[src/oag_pkg.sv]
// Purpose: constants and types for the operand address generator
// Assumes: Avalon-MM slave with 32-bit data and byte addresses
// Notes: the mode, post-update and condition codes below are the
//   values that software writes into the control register
package oag_pkg;

  localparam int DW = 16;
  localparam int PW = 8;
  localparam int NPTR = 6;
  localparam int AW = 8;

  localparam logic [AW-1:0] REG_CTRL = 8'h00;
  localparam logic [AW-1:0] REG_OPERAND = 8'h04;
  localparam logic [AW-1:0] REG_STATUS = 8'h08;
  localparam logic [AW-1:0] REG_ACC = 8'h0c;
  localparam logic [AW-1:0] REG_RESULT = 8'h10;
  localparam logic [AW-1:0] REG_INFO = 8'h14;
  localparam logic [AW-1:0] REG_PTR_BASE = 8'h20;

  // destination and source selector encoding
  localparam logic [2:0] SEL_ACC = 3'h0;
  localparam logic [2:0] SEL_PTR_FIRST = 3'h1;
  localparam logic [2:0] SEL_RESULT = 3'h7;

  localparam logic [PW-1:0] DREG_PAD = 8'h00;
  localparam logic [DW-1:0] PM_STEP = 16'h0001;
  localparam logic [PW-1:0] PTR_STEP = 8'h01;

  typedef enum logic [3:0] {
    MODE_REG_MOVE,
    MODE_PTR_IND,
    MODE_DREG,
    MODE_PTR_MEM,
    MODE_DREG_MEM,
    MODE_ACC_IND,
    MODE_DIRECT,
    MODE_LONG_IMM,
    MODE_SHORT_IMM
  } oag_mode_type;

  typedef enum logic [1:0] {
    POST_NONE,
    POST_INC,
    POST_LOOP_INC,
    POST_LOOP_DEC
  } oag_post_type;

  typedef enum logic [3:0] {
    CC_ALWAYS,
    CC_NEVER,
    CC_CARRY,
    CC_NO_CARRY,
    CC_ZERO,
    CC_NOT_ZERO,
    CC_NEGATIVE_TEST,
    CC_POSITIVE_TEST,
    CC_OVERFLOW_SET_TEST,
    CC_OVERFLOW_CLEAR_TEST,
    CC_USER_FLAG_ZERO_TEST,
    CC_USER_FLAG_ZERO_CLEAR_TEST,
    CC_USER_FLAG_ONE_TEST,
    CC_USER_FLAG_ONE_CLEAR_TEST,
    CC_INTERRUPTS_ON_TEST,
    CC_INTERRUPTS_OFF_TEST
  } oag_cc_type;

  // aliases share the code of the flag test they stand for
  localparam oag_cc_type CC_UNSIGNED_BELOW_TEST = CC_CARRY;
  localparam oag_cc_type CC_UNSIGNED_AT_LEAST_TEST = CC_NO_CARRY;
  localparam oag_cc_type CC_UNSIGNED_AT_MOST_TEST = CC_CARRY;
  localparam oag_cc_type CC_ABOVE_TEST = CC_NO_CARRY;
  localparam oag_cc_type CC_EQUAL = CC_ZERO;
  localparam oag_cc_type CC_NOT_EQUAL = CC_NOT_ZERO;

  typedef struct packed {
    logic [10:0] spare;
    logic [3:0] cc;
    logic [2:0] src;
    logic [2:0] dst;
    logic store;
    logic bank;
    logic [2:0] sel;
    logic [1:0] post;
    logic [3:0] mode;
  } oag_ctrl_type;

  typedef struct packed {
    logic [6:0] spare;
    logic [1:0] page;
    logic ie;
    logic user1;
    logic user0;
    logic ovf;
    logic sign;
    logic zero;
    logic carry;
  } oag_status_type;

  typedef struct packed {
    logic req;
    logic we;
    logic bank;
    logic [PW-1:0] addr;
    logic [DW-1:0] wdata;
  } oag_dram_type;

endpackage

[src/oag_operand_address_generator.sv]
// Purpose: operand addressing and condition evaluation engine
// Assumes: data RAM and program memory on clk_i, one-cycle latency:
//   address taken at the edge with req high, data read one edge later
// Notes: register writes stall while an operation is in flight
//
// Our own choices: the register offsets and register access over Avalon-MM.
`timescale 1ns/1ps
module oag_operand_address_generator #(
  parameter int LOOP_BITS = 4
) (
  input wire logic clk_i,
  input wire logic nrst_i,
  input wire logic [oag_pkg::AW-1:0] avs_address_i,
  input wire logic avs_read_i,
  input wire logic avs_write_i,
  input wire logic [31:0] avs_writedata_i,
  input wire logic [3:0] avs_byteenable_i,
  output logic [31:0] avs_readdata_o,
  output logic avs_waitrequest_o,
  output oag_pkg::oag_dram_type dram_o,
  input wire logic [oag_pkg::DW-1:0] dram_rdata_i,
  output logic pmem_req_o,
  output logic [oag_pkg::DW-1:0] pmem_addr_o,
  input wire logic [oag_pkg::DW-1:0] pmem_rdata_i,
  output logic busy_o
);

  typedef enum logic [2:0] {
    ST_IDLE,
    ST_DREQ,
    ST_DWAIT,
    ST_PREQ,
    ST_PWAIT,
    ST_FIN
  } oag_state_type;

  oag_state_type state;
  oag_pkg::oag_ctrl_type ctrl;
  oag_pkg::oag_status_type status;
  logic [oag_pkg::DW-1:0] operand;
  logic [oag_pkg::DW-1:0] acc;
  logic [oag_pkg::DW-1:0] result;
  logic [oag_pkg::PW-1:0] ptr [oag_pkg::NPTR];
  logic [oag_pkg::DW-1:0] ind_word;
  logic go;
  logic executed;
  logic skipped;
  logic refused;
  logic bus_wr;
  logic cond_ok;
  logic refuse;
  logic ptr_mode;
  logic ld_en;
  logic [2:0] ld_sel;
  logic [oag_pkg::DW-1:0] ld_val;
  logic upd_en;
  logic [oag_pkg::PW-1:0] upd_val;
  logic [oag_pkg::PW-1:0] sel_ptr;
  logic [oag_pkg::PW-1:0] dreg_addr;
  oag_pkg::oag_mode_type mode;

  function automatic logic [31:0] be_merge(input logic [31:0] old_v,
                                           input logic [31:0] new_v,
                                           input logic [3:0] be);
    logic [31:0] r;
    r = old_v;
    for (int i = 0; i < 4; i++)
    begin
      if (be[i])
      begin
        r[8*i +: 8] = new_v[8*i +: 8];
      end
    end
    return r;
  endfunction

  // returns NPTR when the address hits no pointer register
  function automatic logic [2:0] ptr_index(input logic [7:0] a);
    logic [7:0] d;
    d = a - oag_pkg::REG_PTR_BASE;
    if (a >= oag_pkg::REG_PTR_BASE && d[1:0] == 2'h0 &&
        d[7:2] < 6'(oag_pkg::NPTR))
      return d[4:2];
    return 3'(oag_pkg::NPTR);
  endfunction

  function automatic logic [oag_pkg::DW-1:0] reg_read(input logic [2:0] s);
    logic [2:0] k;
    k = s - oag_pkg::SEL_PTR_FIRST;
    if (s == oag_pkg::SEL_ACC)
      return acc;
    if (s == oag_pkg::SEL_RESULT)
      return result;
    return {8'h00, ptr[k]};
  endfunction

  function automatic logic cond_true(input logic [3:0] cc,
                                     input oag_pkg::oag_status_type s);
    logic r;
    r = 1'b0;
    unique case (oag_pkg::oag_cc_type'(cc))
      oag_pkg::CC_ALWAYS: r = 1'b1;
      oag_pkg::CC_NEVER: r = 1'b0;
      oag_pkg::CC_CARRY: r = s.carry;
      oag_pkg::CC_NO_CARRY: r = !s.carry;
      oag_pkg::CC_ZERO: r = s.zero;
      oag_pkg::CC_NOT_ZERO: r = !s.zero;
      oag_pkg::CC_NEGATIVE_TEST: r = s.sign;
      oag_pkg::CC_POSITIVE_TEST: r = !s.sign;
      oag_pkg::CC_OVERFLOW_SET_TEST: r = s.ovf;
      oag_pkg::CC_OVERFLOW_CLEAR_TEST: r = !s.ovf;
      oag_pkg::CC_USER_FLAG_ZERO_TEST: r = s.user0;
      oag_pkg::CC_USER_FLAG_ZERO_CLEAR_TEST: r = !s.user0;
      oag_pkg::CC_USER_FLAG_ONE_TEST: r = s.user1;
      oag_pkg::CC_USER_FLAG_ONE_CLEAR_TEST: r = !s.user1;
      oag_pkg::CC_INTERRUPTS_ON_TEST: r = s.ie;
      oag_pkg::CC_INTERRUPTS_OFF_TEST: r = !s.ie;
    endcase
    return r;
  endfunction

  // loop variants wrap inside an aligned window of 2**LOOP_BITS words
  function automatic logic [oag_pkg::PW-1:0] post_update(
    input logic [oag_pkg::PW-1:0] p, input logic [1:0] op);
    logic [oag_pkg::PW-1:0] r;
    r = p;
    unique case (oag_pkg::oag_post_type'(op))
      oag_pkg::POST_NONE: r = p;
      oag_pkg::POST_INC: r = p + oag_pkg::PTR_STEP;
      oag_pkg::POST_LOOP_INC: r[LOOP_BITS-1:0] =
        p[LOOP_BITS-1:0] + LOOP_BITS'(1);
      oag_pkg::POST_LOOP_DEC: r[LOOP_BITS-1:0] =
        p[LOOP_BITS-1:0] - LOOP_BITS'(1);
    endcase
    return r;
  endfunction

  assign bus_wr = avs_write_i && !avs_waitrequest_o;
  assign mode = oag_pkg::oag_mode_type'(ctrl.mode);
  assign sel_ptr = ptr[ctrl.sel];
  assign dreg_addr = {oag_pkg::DREG_PAD[7:4], status.page,
                      ctrl.sel[1:0]};
  assign cond_ok = cond_true(ctrl.cc, status);
  assign ptr_mode = (mode == oag_pkg::MODE_PTR_IND) ||
                    (mode == oag_pkg::MODE_PTR_MEM);

  always_comb
  begin
    refuse = 1'b0;
    if (ctrl.mode > 4'(oag_pkg::MODE_SHORT_IMM))
      refuse = 1'b1;
    else if (ptr_mode && ctrl.sel >= 3'(oag_pkg::NPTR))
      refuse = 1'b1;
    // program memory is read-only through these modes
    else if (ctrl.store && (mode == oag_pkg::MODE_PTR_MEM ||
             mode == oag_pkg::MODE_DREG_MEM ||
             mode == oag_pkg::MODE_ACC_IND))
      refuse = 1'b1;
    else if (mode == oag_pkg::MODE_SHORT_IMM &&
             (ctrl.dst == oag_pkg::SEL_ACC ||
              ctrl.dst == oag_pkg::SEL_RESULT))
      refuse = 1'b1;
  end

  // bus slave: one waitrequest-low cycle per access
  always_ff @(posedge clk_i or negedge nrst_i)
  begin
    if (!nrst_i)
    begin
      avs_waitrequest_o <= 1'b1;
      avs_readdata_o <= 32'h0000_0000;
      ctrl <= '0;
      operand <= 16'h0000;
      go <= 1'b0;
    end
    else
    begin
      go <= 1'b0;
      if (!avs_waitrequest_o)
        avs_waitrequest_o <= 1'b1;
      else if (avs_read_i)
      begin
        avs_waitrequest_o <= 1'b0;
        avs_readdata_o <= 32'h0000_0000;
        case (avs_address_i)
          oag_pkg::REG_CTRL: avs_readdata_o <= ctrl;
          oag_pkg::REG_OPERAND: avs_readdata_o[15:0] <= operand;
          oag_pkg::REG_STATUS: avs_readdata_o[15:0] <= status;
          oag_pkg::REG_ACC: avs_readdata_o[15:0] <= acc;
          oag_pkg::REG_RESULT: avs_readdata_o[15:0] <= result;
          oag_pkg::REG_INFO: avs_readdata_o[3:0] <=
            {busy_o, refused, skipped, executed};
          default:
            if (ptr_index(avs_address_i) != 3'(oag_pkg::NPTR))
              avs_readdata_o[7:0] <= ptr[ptr_index(avs_address_i)];
        endcase
      end
      // writes wait until the engine is idle so state never has two owners
      else if (avs_write_i && !busy_o && !go)
        avs_waitrequest_o <= 1'b0;
      if (bus_wr && avs_address_i == oag_pkg::REG_CTRL)
      begin
        ctrl <= be_merge(ctrl, avs_writedata_i, avs_byteenable_i);
        go <= 1'b1;
      end
      if (bus_wr && avs_address_i == oag_pkg::REG_OPERAND)
        operand <= 16'(be_merge({16'h0000, operand}, avs_writedata_i,
                                avs_byteenable_i));
    end
  end

  // register loads requested by the engine
  always_comb
  begin
    ld_en = 1'b0;
    ld_sel = ctrl.dst;
    ld_val = 16'h0000;
    upd_en = 1'b0;
    upd_val = post_update(sel_ptr, ctrl.post);
    unique case (state)
      ST_IDLE:
        if (go && cond_ok && !refuse)
        begin
          if (mode == oag_pkg::MODE_REG_MOVE)
          begin
            ld_en = 1'b1;
            ld_val = reg_read(ctrl.src);
          end
          else if (mode == oag_pkg::MODE_LONG_IMM)
          begin
            ld_en = 1'b1;
            ld_val = operand;
          end
          else if (mode == oag_pkg::MODE_SHORT_IMM)
          begin
            ld_en = 1'b1;
            ld_val = {8'h00, operand[7:0]};
          end
        end
      ST_DWAIT:
        if (mode != oag_pkg::MODE_PTR_MEM && mode != oag_pkg::MODE_DREG_MEM)
        begin
          ld_en = 1'b1;
          ld_val = dram_rdata_i;
          if (mode == oag_pkg::MODE_DIRECT)
            ld_sel = oag_pkg::SEL_ACC;
        end
      ST_PWAIT:
      begin
        ld_en = 1'b1;
        ld_val = pmem_rdata_i;
      end
      ST_FIN:
        upd_en = executed && ptr_mode;
      default:
      begin
      end
    endcase
  end

  always_ff @(posedge clk_i or negedge nrst_i)
  begin
    if (!nrst_i)
    begin
      acc <= 16'h0000;
      result <= 16'h0000;
      status <= '0;
      for (int i = 0; i < oag_pkg::NPTR; i++)
        ptr[i] <= 8'h00;
    end
    else if (bus_wr)
    begin
      if (avs_address_i == oag_pkg::REG_ACC)
        acc <= 16'(be_merge({16'h0000, acc}, avs_writedata_i,
                            avs_byteenable_i));
      if (avs_address_i == oag_pkg::REG_STATUS)
        status <= 16'(be_merge({16'h0000, status}, avs_writedata_i,
                               avs_byteenable_i)) & 16'h01ff;
      if (ptr_index(avs_address_i) != 3'(oag_pkg::NPTR) &&
          avs_byteenable_i[0])
        ptr[ptr_index(avs_address_i)] <= avs_writedata_i[7:0];
    end
    else
    begin
      if (ld_en)
      begin
        if (ld_sel == oag_pkg::SEL_ACC)
          acc <= ld_val;
        else if (ld_sel == oag_pkg::SEL_RESULT)
          result <= ld_val;
        else if (ld_sel - oag_pkg::SEL_PTR_FIRST < 3'(oag_pkg::NPTR))
          ptr[ld_sel - oag_pkg::SEL_PTR_FIRST] <= ld_val[7:0];
      end
      if (upd_en)
        ptr[ctrl.sel] <= upd_val;
    end
  end

  // sequencer and memory ports
  always_ff @(posedge clk_i or negedge nrst_i)
  begin
    if (!nrst_i)
    begin
      state <= ST_IDLE;
      dram_o <= '0;
      pmem_req_o <= 1'b0;
      pmem_addr_o <= 16'h0000;
      ind_word <= 16'h0000;
      executed <= 1'b0;
      skipped <= 1'b0;
      refused <= 1'b0;
      busy_o <= 1'b0;
    end
    else
    begin
      unique case (state)
        ST_IDLE:
          if (go)
          begin
            busy_o <= 1'b1;
            executed <= 1'b0;
            skipped <= 1'b0;
            refused <= 1'b0;
            state <= ST_FIN;
            if (!cond_ok)
              skipped <= 1'b1;
            else if (refuse)
              refused <= 1'b1;
            else
            begin
              executed <= 1'b1;
              dram_o.bank <= ctrl.bank;
              dram_o.wdata <= acc;
              dram_o.we <= 1'b0;
              unique case (mode)
                oag_pkg::MODE_PTR_IND, oag_pkg::MODE_PTR_MEM:
                begin
                  dram_o.req <= 1'b1;
                  dram_o.addr <= sel_ptr;
                  dram_o.we <= ctrl.store && mode == oag_pkg::MODE_PTR_IND;
                  state <= ST_DREQ;
                end
                oag_pkg::MODE_DREG, oag_pkg::MODE_DREG_MEM:
                begin
                  dram_o.req <= 1'b1;
                  dram_o.addr <= dreg_addr;
                  dram_o.we <= ctrl.store && mode == oag_pkg::MODE_DREG;
                  state <= ST_DREQ;
                end
                oag_pkg::MODE_DIRECT:
                begin
                  dram_o.req <= 1'b1;
                  dram_o.addr <= operand[7:0];
                  dram_o.bank <= operand[8];
                  dram_o.we <= ctrl.store;
                  state <= ST_DREQ;
                end
                oag_pkg::MODE_ACC_IND:
                begin
                  pmem_req_o <= 1'b1;
                  pmem_addr_o <= acc;
                  state <= ST_PREQ;
                end
                default:
                  state <= ST_FIN;
              endcase
            end
          end
        ST_DREQ:
        begin
          dram_o.req <= 1'b0;
          state <= dram_o.we ? ST_FIN : ST_DWAIT;
        end
        ST_DWAIT:
          if (mode == oag_pkg::MODE_PTR_MEM || mode == oag_pkg::MODE_DREG_MEM)
          begin
            pmem_req_o <= 1'b1;
            pmem_addr_o <= dram_rdata_i;
            ind_word <= dram_rdata_i;
            state <= ST_PREQ;
          end
          else
            state <= ST_FIN;
        ST_PREQ:
        begin
          pmem_req_o <= 1'b0;
          state <= ST_PWAIT;
        end
        ST_PWAIT:
          if (mode == oag_pkg::MODE_PTR_MEM || mode == oag_pkg::MODE_DREG_MEM)
          begin
            // write-back reuses the held RAM address and bank
            dram_o.req <= 1'b1;
            dram_o.we <= 1'b1;
            dram_o.wdata <= ind_word + oag_pkg::PM_STEP;
            state <= ST_DREQ;
          end
          else
            state <= ST_FIN;
        ST_FIN:
        begin
          busy_o <= 1'b0;
          state <= ST_IDLE;
        end
      endcase
    end
  end

endmodule

[config.mk]
export PLATFORM = sky130hd
export DESIGN_NAME = oag_operand_address_generator
export DESIGN_NICKNAME = d
export VERILOG_FILES = /design/src/oag_pkg.sv /design/src/oag_operand_address_generator.sv
export SDC_FILE = /design/constraint.sdc
export NUM_CORES = 1
export LEC_CHECK = 0
export ABC_CLOCK_PERIOD_IN_PS = 6700
export BUFFER_PORTS_ARGS = -buffer_cell sky130_fd_sc_hd__buf_2
export CAP_MARGIN = 40
export CORE_ASPECT_RATIO = 0.75
export CORE_MARGIN = 8
export CORE_UTILIZATION = 25
export CTS_CLUSTER_SIZE = 16
export DETAILED_ROUTE_END_ITERATION = 8
export PLACE_DENSITY_LB_ADDON = 0.2
export SLEW_MARGIN = 20
export SYNTH_ARGS = -nofsm -noshare
export SYNTH_HDL_FRONTEND = slang
export SYNTH_SLANG_ARGS = --single-unit
[constraint.sdc]
create_clock -name clk_i -period 6.7 [get_ports clk_i]
set_clock_uncertainty 0.05 [all_clocks]
set_input_delay 1.34 -clock clk_i [delete_from_list [all_inputs] [get_ports clk_i]]
set_output_delay 1.34 -clock clk_i [all_outputs]
set_load 0.02 [all_outputs]
==> flow_metrics.env <==
export IMPL_gp_congestion=0.963
export IMPL_synth_compound_gate_area_share_pct=19.4
export IMPL_mostFrequentLayoutCells="dfrtp_1 (237), nand2_1 (169), buf_2 (157)"
export IMPL_worst_pin_slew_ns=0.969
export IMPL_syn_avg_cell_area_um2=9.40
export IMPL_routedWlPerCell_um=26.7
export IMPL_core_mm2=0.0572
export IMPL_cts_clk_slew_worst_paths_ns=0.06
export IMPL_period_share_pct=62.9
export IMPL_drc=0
export IMPL_grt_pass1_vias=13000
export IMPL_synth_nets=1629
export IMPL_synth_top_family_by_area="compound AO/OA/AOI/OAI gates"
export IMPL_grt_overflow_total=0
export IMPL_final_min_clock_period_ns=4.21
export IMPL_io_buffer_count=157
export IMPL_ir_worst_vdd_mv=0.181
export IMPL_cp_num_buf_inv=0
export IMPL_setup_tns_final_ns=0
export IMPL_post_cts_buffers=0
export IMPL_synthSimpleGateAreaFrac_pct=14.8
export IMPL_synth_async_reset_ratio_pct=100
export IMPL_area_growth_pct=18.5
export IMPL_rsz0062_at_grt="false"
export IMPL_cts_resized=0
export IMPL_synth_ff_type="dfrtp_1"
export IMPL_critPathMaxFanout=13
export IMPL_dp_cells=2403
export IMPL_grtUsageTotal_pct=19.1
export IMPL_synth_fa_ha_area_share_pct=1.09
export IMPL_leakage_nw=7.60
export IMPL_dp_worst_setup_slack_ns=2.26
export IMPL_grt_pass1_wl_um=93900
export IMPL_hold_slack_ns=0.414
export IMPL_drive_above_1_share_pct=23.2
export IMPL_yosys_warnings=0
export IMPL_die_area_mm2=0.0659
export IMPL_dp_hpwl_um=49200
export IMPL_path_cells="or2_2 -> nor2_1 -> nand2_1 -> nand2_1 -> ha_1 -> ha_1 -> nor3b_1 -> and3_1 -> mux2_1 -> o221a_2"
export IMPL_cts_hold_buf=0
export IMPL_grt_max_degree=153
export IMPL_synth_area_mm2=0.0145
export IMPL_cts_tree="built"
export IMPL_crit_family="simple AND/OR/NAND/NOR gates"
export IMPL_ys_ff_latch=238
export IMPL_num_io_pins=158
export IMPL_slew_headroom_pct=35.4
export IMPL_critPathKind="flop to flop"
export IMPL_p_per_area_mw_per_mm2=290
export IMPL_outcome="finished, final reports clean"
export IMPL_synthMuxAreaShare_pct=18.0
export IMPL_ys_types=80
export IMPL_wl_um=65600
export IMPL_clock_sinks=238
export IMPL_drt_vias_per_instance=5.37
export IMPL_nets=1750
export IMPL_diodes=0
export IMPL_dr_total_vias=13200
export IMPL_fin_cells=2459
export IMPL_design_area_mm2=0.0171
export IMPL_synth_edf_count=0
export IMPL_drt_first_iter_violations=1618
export IMPL_syn_inst=1537
export IMPL_hold_viol_final=0
export IMPL_final_antenna_net_count=0
export IMPL_crit_path_start_kind="flop"
export IMPL_cts_max_level=1
export IMPL_slew_violations=0
export IMPL_die_w_um=294
export IMPL_firstDrtPassIters=6
export IMPL_start_util_pct=25.3
export IMPL_die_h_um=224
export IMPL_maxCapViolations=0
export IMPL_dpl_cell_area_mm2=0.0161
export IMPL_fin_ws_ns=2.49
export IMPL_clockBufferDepth=3
export IMPL_setup_violations=0
export IMPL_max_freq_mhz=237
export IMPL_yosysSeqAreaShare_pct=41.2
export IMPL_crit_path_end_kind="flop"
export IMPL_cpMaxStageDelayCell="and3_1"
export IMPL_insertion_delay_ns=0.58
export IMPL_synth_xor_xnor_area_share_pct=1.64
export IMPL_max_stage_delay_ns=0.67
export IMPL_worstPathArrival_ns=4.63
export IMPL_cp_required_ns=7.12
export IMPL_antenna_found_initial=7
export IMPL_final_common_cell="dfrtp_1"
export IMPL_cts_root_buf="clkbuf_16"
export IMPL_numCtsBuffers=28
export IMPL_num_rows=76
export IMPL_hp_class="flop to flop"
## cells in the mapped netlist, drive strengths merged, types with 5 or more instances
master / n / share of area (%)
o22ai: 5 / 0.22
and3: 14 / 0.61
and2: 8 / 0.35
a211oi: 7 / 0.36
o22a: 15 / 0.91
clkbuf: 74 / 1.9
a221oi: 19 / 1.2
nor4: 6 / 0.30
nand2: 169 / 4.4
nor3: 20 / 0.69
xor2: 9 / 0.55
xnor2: 18 / 1.1
a222oi: 13 / 0.90
nor2b: 10 / 0.43
ha: 11 / 0.95
or3: 10 / 0.47
o221ai: 13 / 0.79
a31oi: 24 / 1.0
buf: 34 / 1.3
a22oi: 37 / 1.9
mux4: 9 / 1.4
o21ai: 125 / 4.4
inv: 25 / 0.65
nand3: 46 / 1.7
nand2b: 15 / 0.65
o31ai: 5 / 0.55
mux2i: 120 / 8.3
o21bai: 6 / 0.31
dfrtp: 237 / 41
mux2: 107 / 8.3
a21oi: 104 / 3.6
or2: 5 / 0.22
a311o: 6 / 0.42
a211o: 6 / 0.36
a2bb2oi: 5 / 0.30
nor2: 142 / 3.7
## cell families (layout without fill, tap and decap cells)
family,after synthesis,count (layout)
simple gates,467,467
compound gates,424,424
flops,238,238
mux,236,236
buf+inv,133,275
xor+xnor,27,27
fa+ha+maj,12,12
## state kept, by name (all words and copies together), names as in the netlist
name and cells:
acc 16, avs_readdata_o 32, avs_waitrequest_o 1, busy_o 1, ctrl 28, dram_o 27
dreg_addr 2, executed 1, go 1, ind_word 16, mode 4, operand 16
pmem_addr_o 16, pmem_req_o 1, ptr 48, refused 1, result 16, skipped 1
state 3, status 7
## where the power goes
part	internal (mW)	total [mW]	switching (mW)
Sequential	1.62	1.98	0.357
Clock	0.992	1.64	0.651
Combinational	0.487	1.35	0.866
Total	3.10	4.98	1.87
## cell type report
| cell class | instances | area, um^2 |
|---|---|---|
| Inverter | 25 | 93.8 |
| Clock inverter | 7 | 114 |
| Tap cell | 780 | 976 |
| Clock buffer | 44 | 862 |
| Fill cell | 6126 | 40100 |
| Sequential cell | 238 | 5960 |
| Multi-Input combinational cell | 1166 | 7990 |
| Timing Repair Buffer | 199 | 1140 |
## metal layers
metal	wire length, um	GRT usage (%)
met4	1340	4.02
met5	34	1.03
met2	25900	25.7
met3	7450	7.95
met1	30900	27.9
## metrics by stage
step	total power, mW	util, %
after global placement	3.30	28.0
after CTS	4.97	29.9
after detailed placement	3.31	28.2
final	4.98	29.9
after floorplan	2.64	-
after global routing	5.18	29.9
## worst register-to-register path, delay by kind of cell, from the launching register on
family	cells	cell delay [ns]
AO/OA/AOI/OAI	1	0.24
multiplexers	1	0.39
AND/OR/NAND/NOR	6	2.48
flip-flops	1	0.52
adder cells (fa/ha/maj)	2	0.43
## worst paths after layout
path	cells past startpoint	slack, ns	startpoint	to
worst max-delay path	10	2.49	mode[0]	ptr[11]
worst min-delay path	2	0.41	avs_readdata_o[29]	avs_readdata_o[29]
worst max register to register	10	2.49	mode[0]	ptr[11]
worst min register to register	2	0.41	avs_readdata_o[29]	avs_readdata_o[29]
max in group asynchronous	2	4.47	nrst_i	ptr[8]
min in group asynchronous	1	0.75	nrst_i	avs_readdata_o[26]
(Power assumes the default switching activity.)
